--- config.mk ---
export PLATFORM = sky130hd
export DESIGN_NAME = programmable_crc_engine
export DESIGN_NICKNAME = d
export VERILOG_FILES = /design/src/hdl/crc_bit_step.v /design/src/hdl/programmable_crc_engine.v
export VERILOG_INCLUDE_DIRS = /design/src /design/src/hdl
export SDC_FILE = /design/constraint.sdc
export NUM_CORES = 1
export LEC_CHECK = 0
export BUFFER_PORTS_ARGS = -buffer_cell sky130_fd_sc_hd__buf_2
export CORE_AREA = 2 2 127 129
export DETAILED_ROUTE_END_ITERATION = 10
export DIE_AREA = 0 0 129 131
export GPL_TIMING_DRIVEN = 0
export HOLD_SLACK_MARGIN = 0.15
export PLACE_DENSITY = 0.52
export RECOVER_POWER = 25
export SLEW_MARGIN = 20
export SYNTH_ARGS = -nofsm -noshare
export SYNTH_HDL_FRONTEND = slang
export SYNTH_SLANG_ARGS = --single-unit
--- constraint.sdc ---
create_clock -name clk -period 4.4 [get_ports clk]
set_clock_uncertainty 0.1 [all_clocks]
set_input_delay 0.44 -clock clk [delete_from_list [all_inputs] [get_ports clk]]
set_output_delay 0.44 -clock clk [all_outputs]
set_load 0.01 [all_outputs]
--- src/hdl/crc_engine_regs.vh ---
// register offsets, fields and reset values of the crc engine
`ifndef CRC_ENGINE_REGS_VH
`define CRC_ENGINE_REGS_VH
`define CRC_ADDR_W          4
`define CRC_OFF_CTRL0       4'h0
`define CRC_OFF_CTRL1       4'h1
`define CRC_OFF_IN_LOW      4'h2
`define CRC_OFF_IN_HIGH     4'h3
`define CRC_OFF_ACC_LOW     4'h4
`define CRC_OFF_ACC_HIGH    4'h5
`define CRC_OFF_POLY_LOW    4'h6
`define CRC_OFF_POLY_HIGH   4'h7
`define CRC_OFF_SHIFT_LOW   4'h8
`define CRC_OFF_SHIFT_HIGH  4'h9
`define CRC_CTRL0_ENABLE    0
`define CRC_CTRL0_BUSY      1
`define CRC_CTRL0_ORDER     2
`define CRC_CTRL0_SCAN      3
`define CRC_CTRL0_WMASK     8'h0D
`define CRC_CTRL1_POLY_LEN_LSB 0
`define CRC_CTRL1_DATA_LEN_LSB 4
`define CRC_LEN_W           4
`define CRC_RST_BYTE        8'h00
`define CRC_RST_WORD        16'h0000
`define CRC_BITS_ONE        5'h01
`endif

--- src/hdl/crc_bit_step.v ---
// one accumulator step for a single data bit
module crc_bit_step #(
    parameter WIDTH = 16
) (
    // accumulator in and out, polynomial, length and data bit
    input  wire [WIDTH-1:0] acc_in,
    input  wire [WIDTH-1:0] poly,
    input  wire [3:0]       poly_len,
    input  wire             data_bit,
    output reg  [WIDTH-1:0] acc_out
);
    integer i;
    reg fb;
    // shift left, fold in the polynomial when top bit xor data is one
    always @* begin
        fb = acc_in[poly_len] ^ data_bit;
        for (i = WIDTH-1; i > 0; i = i - 1) begin
            acc_out[i] = (i <= poly_len) ? (acc_in[i-1] ^ (fb & poly[i])) : 1'b0;
        end
        acc_out[0] = fb;
    end
endmodule // crc_bit_step

--- src/hdl/programmable_crc_engine.v ---
// programmable crc engine with register port and scanner input
`include "crc_engine_regs.vh"
module programmable_crc_engine #(
    parameter WIDTH = 16
) (
    // clock and reset
    input  wire                    clk,
    input  wire                    srst,
    // register port
    input  wire [`CRC_ADDR_W-1:0]  addr,
    input  wire [7:0]              wdata,
    input  wire                    wr,
    input  wire                    rd,
    output reg  [7:0]              rdata,
    // program memory scanner
    input  wire                    scan_valid,
    input  wire [15:0]             scan_word,
    output wire                    scan_ready,
    // status
    output wire                    busy
);
    // control and data registers
    reg  [7:0]       ctrl0_q;
    reg  [7:0]       ctrl1_q;
    reg  [7:0]       in_low_q;
    reg  [7:0]       in_high_q;
    reg  [15:0]      acc_q;
    reg  [15:0]      poly_q;
    reg  [15:0]      shift_q;
    reg  [4:0]       bits_left_q;
    reg              busy_q;
    // next values of the datapath registers
    reg  [15:0]      acc_d;
    reg  [15:0]      shift_d;
    reg  [4:0]       bits_left_d;
    reg              busy_d;
    // decoded control fields
    wire             enable;
    wire             order_lsb;
    wire             scan_sel;
    wire [3:0]       poly_len;
    wire [3:0]       data_len;
    // one write strobe per writable register
    wire             wr_ctrl0;
    wire             wr_ctrl1;
    wire             wr_in_low;
    wire             wr_in_high;
    wire             wr_acc_low;
    wire             wr_acc_high;
    wire             wr_poly_low;
    wire             wr_poly_high;
    // datapath
    wire [15:0]      poly_eff;
    wire             data_bit;
    wire [WIDTH-1:0] acc_next;
    wire [15:0]      acc_step;
    wire             sw_load;
    wire             scan_load;
    wire             word_load;
    wire [15:0]      load_word;

    // mask of the bits at or below a length field
    function [15:0] len_mask;
        input [3:0] len;
        begin
            len_mask = 16'hFFFF >> (4'hF - len);
        end
    endfunction

    // write strobe aimed at one register offset
    function reg_hit;
        input                   strobe;
        input [`CRC_ADDR_W-1:0] index;
        input [`CRC_ADDR_W-1:0] offset;
        begin
            reg_hit = strobe & (index == offset);
        end
    endfunction

    // step result in a 16-bit word, unused top bits cleared
    function [15:0] widen_acc;
        input [WIDTH-1:0] value;
        integer j;
        begin
            widen_acc = 16'h0000;
            for (j = 0; j < WIDTH; j = j + 1) begin
                widen_acc[j] = value[j];
            end
        end
    endfunction

    // control fields
    assign enable    = ctrl0_q[`CRC_CTRL0_ENABLE];
    assign order_lsb = ctrl0_q[`CRC_CTRL0_ORDER];
    assign scan_sel  = ctrl0_q[`CRC_CTRL0_SCAN];
    assign poly_len  = ctrl1_q[`CRC_CTRL1_POLY_LEN_LSB +: `CRC_LEN_W];
    assign data_len  = ctrl1_q[`CRC_CTRL1_DATA_LEN_LSB +: `CRC_LEN_W];

    // register write decode
    assign wr_ctrl0     = reg_hit(wr, addr, `CRC_OFF_CTRL0);
    assign wr_ctrl1     = reg_hit(wr, addr, `CRC_OFF_CTRL1);
    assign wr_in_low    = reg_hit(wr, addr, `CRC_OFF_IN_LOW);
    assign wr_in_high   = reg_hit(wr, addr, `CRC_OFF_IN_HIGH);
    assign wr_acc_low   = reg_hit(wr, addr, `CRC_OFF_ACC_LOW);
    assign wr_acc_high  = reg_hit(wr, addr, `CRC_OFF_ACC_HIGH);
    assign wr_poly_low  = reg_hit(wr, addr, `CRC_OFF_POLY_LOW);
    assign wr_poly_high = reg_hit(wr, addr, `CRC_OFF_POLY_HIGH);

    // force lsb to one, msb is the implicit feedback term
    assign poly_eff = (poly_q & len_mask(poly_len)) | 16'h0001;

    // msb first from the data length down, or lsb first
    assign data_bit = order_lsb ? shift_q[0] : shift_q[data_len];

    // one bit per clock into the accumulator
    crc_bit_step #(
        .WIDTH (WIDTH)
    ) u_step (
        .acc_in   (acc_q[WIDTH-1:0]),
        .poly     (poly_eff[WIDTH-1:0]),
        .poly_len (poly_len),
        .data_bit (data_bit),
        .acc_out  (acc_next)
    );
    // accumulator kept to poly length plus one bits
    assign acc_step = widen_acc(acc_next) & len_mask(poly_len);

    // new word only when the shift stage is empty
    assign busy       = busy_q;
    // scanner words accepted when enabled, selected and idle
    assign scan_ready = enable & scan_sel & ~busy_q;
    assign scan_load  = scan_valid & scan_ready;
    // write to low byte latches whole word when enabled, scanner not selected and idle
    assign sw_load    = wr_in_low & enable & ~scan_sel & ~busy_q;
    assign word_load  = sw_load | scan_load;
    // bits above the data length are dropped
    assign load_word  = (scan_load ? scan_word : {in_high_q, wdata}) & len_mask(data_len);

    // control registers, busy bit is read only
    always @(posedge clk) begin
        if (srst) begin
            ctrl0_q <= `CRC_RST_BYTE;
            ctrl1_q <= `CRC_RST_BYTE;
        end else begin
            if (wr_ctrl0) begin
                ctrl0_q <= wdata & `CRC_CTRL0_WMASK;
            end
            if (wr_ctrl1) begin
                ctrl1_q <= wdata;
            end
        end
    end

    // input data bytes, kept for read back
    always @(posedge clk) begin
        if (srst) begin
            in_low_q  <= `CRC_RST_BYTE;
            in_high_q <= `CRC_RST_BYTE;
        end else begin
            if (wr_in_low) begin
                in_low_q <= wdata;
            end
            if (wr_in_high) begin
                in_high_q <= wdata;
            end
        end
    end

    // polynomial terms, bit zero never stored
    always @(posedge clk) begin
        if (srst) begin
            poly_q <= `CRC_RST_WORD;
        end else begin
            if (wr_poly_low) begin
                poly_q[7:0] <= {wdata[7:1], 1'b0};
            end
            if (wr_poly_high) begin
                poly_q[15:8] <= wdata;
            end
        end
    end

    // seed writes while idle, one step per busy cycle
    always @* begin
        acc_d = acc_q;
        if (busy_q) begin
            acc_d = acc_step;
        end else begin
            if (wr_acc_low) begin
                acc_d[7:0] = wdata;
            end
            if (wr_acc_high) begin
                acc_d[15:8] = wdata;
            end
        end
    end

    // shift stage loaded first, then drained a bit a cycle
    always @* begin
        shift_d     = shift_q;
        bits_left_d = bits_left_q;
        busy_d      = busy_q;
        if (word_load) begin
            shift_d     = load_word;
            bits_left_d = {1'b0, data_len} + `CRC_BITS_ONE;
            busy_d      = 1'b1;
        end else if (busy_q) begin
            // next bit moves into the tap
            if (order_lsb) begin
                shift_d = {1'b0, shift_q[15:1]};
            end else begin
                shift_d = {shift_q[14:0], 1'b0};
            end
            bits_left_d = bits_left_q - `CRC_BITS_ONE;
            // idle again once the last bit is in
            if (bits_left_q == `CRC_BITS_ONE) begin
                busy_d = 1'b0;
            end
        end
    end

    // datapath registers
    always @(posedge clk) begin
        if (srst) begin
            acc_q       <= `CRC_RST_WORD;
            shift_q     <= `CRC_RST_WORD;
            bits_left_q <= 5'h00;
            busy_q      <= 1'b0;
        end else begin
            acc_q       <= acc_d;
            shift_q     <= shift_d;
            bits_left_q <= bits_left_d;
            busy_q      <= busy_d;
        end
    end

    // read data one cycle after the strobe, zero otherwise
    always @(posedge clk) begin
        if (srst) begin
            rdata <= `CRC_RST_BYTE;
        end else if (rd) begin
            case (addr)
                `CRC_OFF_CTRL0: rdata <= {ctrl0_q[7:2], busy_q, ctrl0_q[0]};
                `CRC_OFF_CTRL1:      rdata <= ctrl1_q;
                `CRC_OFF_IN_LOW:     rdata <= in_low_q;
                `CRC_OFF_IN_HIGH:    rdata <= in_high_q;
                `CRC_OFF_ACC_LOW:    rdata <= acc_q[7:0];
                `CRC_OFF_ACC_HIGH:   rdata <= acc_q[15:8];
                `CRC_OFF_POLY_LOW:   rdata <= {poly_q[7:1], 1'b0};
                `CRC_OFF_POLY_HIGH:  rdata <= poly_q[15:8];
                `CRC_OFF_SHIFT_LOW:  rdata <= shift_q[7:0];
                `CRC_OFF_SHIFT_HIGH: rdata <= shift_q[15:8];
                default:             rdata <= 8'h00;
            endcase
        end else begin
            rdata <= 8'h00;
        end
    end
endmodule // programmable_crc_engine

# == Word level (Yosys, flattened, before mapping) ==
# Index checks and enable logic that the tools add are counted.
# totals
input_bits,33
mem_bits_rw,0
mem_count,0
register_bits,88
romBits,0
latch_bits,0
# op_classes
shifts,2
magnitude_cmp,17
n_bitwise,52
n_div,0
n_addsub,4
n_mux,33
n_eq_ne,10
mul,0
reduce_logical,5
# op_table
op,n
$mux 16,5
$pmux 8 s10,1
$and 16x16->16,3
$le 4x4->1 const A,8
$shr 16x4->16 const A,2
$and 1x1->1,29
$mux 1,21
$eq 4x3->1 const B,4
$le 3x4->1 const A,4
$mux 8,2
$xor 1x1->1,16
$lt 4x5->1 const B,2
$mux 5,2
$bmux 1 s4,2
$eq 4x2->1 const B,2
$eq 4x4->1 const B,2
$le 2x4->1 const A,2
$sub 4x4->4 const A,2
$reduce_bool 2->1,3
$add 4x1->5 const B,1
$eq 5x1->1 const B,1
$sub 5x1->5 const B,1
$eq 4x1->1 const B,1
$le 1x4->1 const A,1
4 further kinds,6

# == Logic depth before layout (Yosys ltp) ==
# logic_depth
word_depth,9
depth_mapped,8

# == Modules after synthesis ==
# Synthesis repeated with hierarchy kept, for this count alone.
# unflattened
cells_unflattened,813
hier_area_um2,6289.8
# modules_own_cells
mod,cells_each,seq_area_each_um2,n_inst,area_per_inst_um2
programmable_crc_engine,649,1761.7,1,5191.2
crc_bit_step,164,0.0,1,1098.6

# == Worst setup path before layout ==
# No wires, ideal clock.
# synth_timing
path_type,reg2reg
startpoint,register ctrl1_q[0]
endpoint,register acc_q[15]
required_ns,4.173
path_slack_ns,1.987
setup_time_ns,0.127
path_stages_with_launch,8
t_arrival_ns,2.186
path_cell_list,dfxtp_1 -> buf_6 -> mux4_2 -> mux4_2 -> buf_6 -> nand4b_1 -> a21oi_1 -> or3_1
# synth_via
elab_chain_cells,8
# synth_lines
item,line,rtl
start: declaration,programmable_crc_engine.v:24,reg [7:0] ctrl1_q;
start signal: assignment,programmable_crc_engine.v:143,ctrl1_q <= `CRC_RST_BYTE;
start signal: assignment,programmable_crc_engine.v:149,ctrl1_q <= wdata;
$sub 4x4->4 or $bmux 1 s4 (tied branches),"programmable_crc_engine.v:66, crc_bit_step.v:16",
$shr 16x4->16 or $mux 1 (tied branches),"programmable_crc_engine.v:66, crc_bit_step.v:16",
$and 16x16->16 or $xor 1x1->1 (tied branches),"programmable_crc_engine.v:110, crc_bit_step.v:16",
$and 1x1->1,crc_bit_step.v:18,acc_out[i] = (i <= poly_len) ? (acc_in[i-1] ^ (fb & poly[i])) : 1'b0;
$xor 1x1->1,crc_bit_step.v:18,
$mux 1,crc_bit_step.v:18,
$and 16x16->16 (*),programmable_crc_engine.v:126,assign acc_step = widen_acc(acc_next) & len_mask(poly_len);
$mux 16 (*),programmable_crc_engine.v:186,if (busy_q) begin
end signal: assignment,programmable_crc_engine.v:225,acc_q <= `CRC_RST_WORD;
end: declaration,programmable_crc_engine.v:27,reg [15:0] acc_q;
# Every way passes the cells marked *; elsewhere a longest branch is shown, timed or not. The select of a mux whose other input is x is not followed.
# A chain may end at the register's enable or synchronous reset.

# == Final worst setup path ==
# layout_timing
startpoint,register ctrl1_q[5]
endpoint,register acc_q[3]
# layout_via
elab_chain_cells,9
# layout_lines
item,line,rtl
$bmux 1 s4,programmable_crc_engine.v:113,assign data_bit = order_lsb ? shift_q[0] : shift_q[data_len];
$mux 1 (implied by the code),programmable_crc_engine.v:113,
$mux 1,programmable_crc_engine.v:113,
$xor 1x1->1,crc_bit_step.v:16,fb = acc_in[poly_len] ^ data_bit;
$and 1x1->1,crc_bit_step.v:18,
$xor 1x1->1,crc_bit_step.v:18,
$mux 1,crc_bit_step.v:18,
$and 16x16->16,programmable_crc_engine.v:126,
$mux 16,programmable_crc_engine.v:186,
# No other way between the ends. The select of a mux whose other input is x is not followed.

==> summary.txt <==
Clocking
  – Post_cts resized: 0
  – Clock tree buffer depth: 2
  – Clock transition at path regs: 0.07 ns
  – CTS H-tree lvls: 3
  – Clk sink count: 88
  – Clk_lat worst skew: between 0.3 and 0.4 ns
  – Post-CTS setup buffers: 0
  – Root Buffer: clkbuf_16
  – CTS tree: built
  – Hold-fix buffer count after cts: 0
  – Total CTS buffers: 9

Status
  – Status: finished, final reports clean

Yosys
  – Biggest area consumer among synthesized cells: dfxtp_1
  – Yosys top cell area share: 0.287
  – Avg Cell Area, Syn: 8.12 sq um
  – #FFs+latches synth: 88
  – Synth area leaders: dfxtp_1, mux2i_1, a21oi_1
  – Netlist cell types: 62
  – Post-synth EDFFs: 0
  – Post-Syn Area: 6130 sq um
  – Syn nets: 794
  – Sequential-to-total area share from yosys stat: 0.287
  – Cells after synthesis: 755
  – Async SR Flop Fraction: 0
  – Post-synth top flop: dfxtp_1
  – Syn. warnings: 0

Critical path
  – CP arrival: between 3 and 4 ns
  – Setup CP Type: reg2reg
  – Crit-path max FO: 10
  – Startpoint types: flop
  – Worst reg-to-reg setup slack: 1.14 ns
  – Critical path data required time: 4.60 ns
  – CP endpoint kind: flop

Hold path
  – HP Class: reg2reg

Final layout
  – Synth-to-layout area growth: 11.9%
  – Core Util, Final: 0.440
  – Share of cells above drive strength 1: 0.112
  – Non-filler instance count after layout: 1021
  – Nets: between 800 and 900

GRT
  – Initial antenna violation count: 1
  – GRT Resource Usage Total: 0.304
  – First-pass GRT wire length: 37.7 mm
  – Largest net degree at the start of global routing: 16
  – Vias in the first global route: 6034
  – Final global-route overflow total: 0

Route
  – Vias per cell: about 6.3
  – ANT nets after route: 0
  – Via Count: 6440
  – DRT Pass-1 Iters: 5
  – WL/cell: 24.9 um
  – Iter 0 DRT Violations: 874
  – DRC Markers: 0
  – Drt total wl: roughly 25 mm

STA
  – Actual slew at the worst max-slew pin: 0.932 ns
  – Final period utilization: 0.742
  – Setup-failing EPs final: 0
  – Setup TNS: 0 ns
  – Tmin final: 3.26 ns
  – Final hold vios: 0
  – RSZ-0062 raised after global routing: no
  – Slew Viols, Final: 0
  – Relative slew slack: 0.372
  – Fmax: between 300 and 400 MHz

Place
  – Post-Place Cells: 1004
  – # port buffers: 33
  – GPL Wtd Cong: 0.953
  – Hpwl dp: 18.7 mm

Die
  – Die width: 129 um
  – Die Y: 131 um
  – Row Count: 46
  – Top Ports: 43
  – Die ar.: 16900 sq um
  – Core Region: between 15000 and 20000 sq um
  – Initial core utilization: 0.393

Run
  – Max-cap viol count: 0

Pwr
  – Leak: 0.00232 uW
  – PD cells: between 200 and 300 nW/um^2
  – Worst ir drop on vdd: between 0.15 and 0.2 mV
-- report_power, final --
group	leakage, uW	switching [uW]	internal [uW]
logic	0.00146	118	48.6
registers	0.000710	11.7	803
clock network	0.000149	373	459
total	0.00232	503	1310
-- per-stage QoR --
stage               cell area, sq um  power, uW  setup slack (ns)  hold slack (ns)
floorplan                       6130        923              1.99            0.332
detailed placement              6560        994              1.14            0.364
CTS                             6870       1810              1.11            0.373
global route                    6860       1850             0.944            0.412
finish                          6860       1810              1.14            0.378
global placement                6560        994              1.20            0.348
-- critical path: stages (launching register included) --
cell	delay (ns)
dfxtp_1	0.33
clkbuf_1	0.47
mux4_2	0.41
a22o_1	0.25
o41ai_2	0.85
clkbuf_1	0.49
o21ai_0	0.18
nand3_1	0.10
-- layout make-up --
cell class / instances / area (sq um)
repair buffers: 33 / 153
inverters: 22 / 82.6
clock buffers: 10 / 239
fillers: 1629 / 8740
clock inverters: 6 / 65.1
well taps: 216 / 270
flip-flops and latches: 88 / 1760
plain buffers: 70 / 304
diodes: 1 / 2.50
multi-input cells: 575 / 3980
-- final timing paths --
check | start | end | depth (start not counted)
max reg2reg | ctrl1_q[5] | acc_q[3] | 7
min reg2reg | in_low_q[5] | in_low_q[5] | 2
max | ctrl1_q[5] | acc_q[3] | 7
min | in_low_q[5] | in_low_q[5] | 2
-- registers in the layout (all words and copies together) (netlist names) --
name / flops
acc_q: 16
bits_left_q: 5
busy: 1
ctrl0_q: 3
ctrl1_q: 8
in_high_q: 8
in_low_q: 8
poly_q: 15
rdata: 8
shift_q: 16
-- per-layer routing --
| layer | share of wire | wire length, um | vias to the layer above | global-route usage |
|---|---|---|---|---|
| li1 | - | - | 2903 | - |
| met1 | 0.45 | 11400 | 3175 | 0.431 |
| met2 | 0.43 | 11000 | 324 | 0.464 |
| met3 | 0.096 | 2440 | 38 | 0.0623 |
| met4 | 0.021 | 543 | 0 | 0.0940 |
| met5 | 0 | 0 | - | 0 |
-- cells by family (layout without fill, tap and decap cells) --
logic type / Yosys count / in the layout / synth area share
adder cells (fa/ha/maj): 6 / 6 / 0.0122
other: 0 / 1 / 0
AND/OR/NAND/NOR: 293 / 293 / 0.282
flip-flops: 88 / 88 / 0.287
buffers and inverters: 92 / 141 / 0.0631
XOR/XNOR: 5 / 5 / 0.00715
multiplexers: 68 / 68 / 0.138
AO/OA/AOI/OAI: 203 / 203 / 0.210
-- cells in the final DEF, fill, tap and decap left out, drive strengths merged, types with 4 or more instances in the layout --
cell type / n
a222oi: 5
nor3: 11
clkbuf: 74
and3: 16
ha: 6
and3b: 10
inv: 24
a32oi: 6
nand3: 51
a22o: 4
o22ai: 4
dfxtp: 88
a221oi: 4
nor2: 64
mux2: 11
nor2b: 12
o221a: 4
and4b: 8
o21a: 6
and4: 6
buf: 39
nand3b: 13
a31oi: 9
a21oi: 77
nand2: 43
nand2b: 13
nand4b: 4
o21ai: 45
a22oi: 4
a211oi: 8
o32a: 6
mux2i: 46
nor4b: 21
mux4: 11
nor3b: 5
-- synthesized netlist by cell type (5+ instances only) --
| library cell | instances |
|---|---|
| nor4b_2 | 11 |
| a31oi_1 | 9 |
| a32oi_1 | 6 |
| buf_2 | 6 |
| a222oi_1 | 5 |
| mux4_2 | 8 |
| nor2_1 | 64 |
| buf_1 | 6 |
| nor4b_1 | 10 |
| o32a_1 | 6 |
| nand3b_1 | 13 |
| a211oi_1 | 8 |
| nor3b_1 | 5 |
| o21ai_1 | 15 |
| o21a_1 | 6 |
| nor2b_1 | 12 |
| nand2b_1 | 13 |
| and3_1 | 16 |
| nand2_1 | 43 |
| o21ai_0 | 30 |
| and4b_1 | 8 |
| mux2_2 | 11 |
| inv_1 | 22 |
| mux2i_1 | 46 |
| and3b_1 | 10 |
| dfxtp_1 | 88 |
| ha_1 | 6 |
| and4_1 | 6 |
| a21oi_1 | 77 |
| nor3_1 | 11 |
| clkbuf_1 | 54 |
| nand3_1 | 51 |
(Power assumes the default switching activity.)
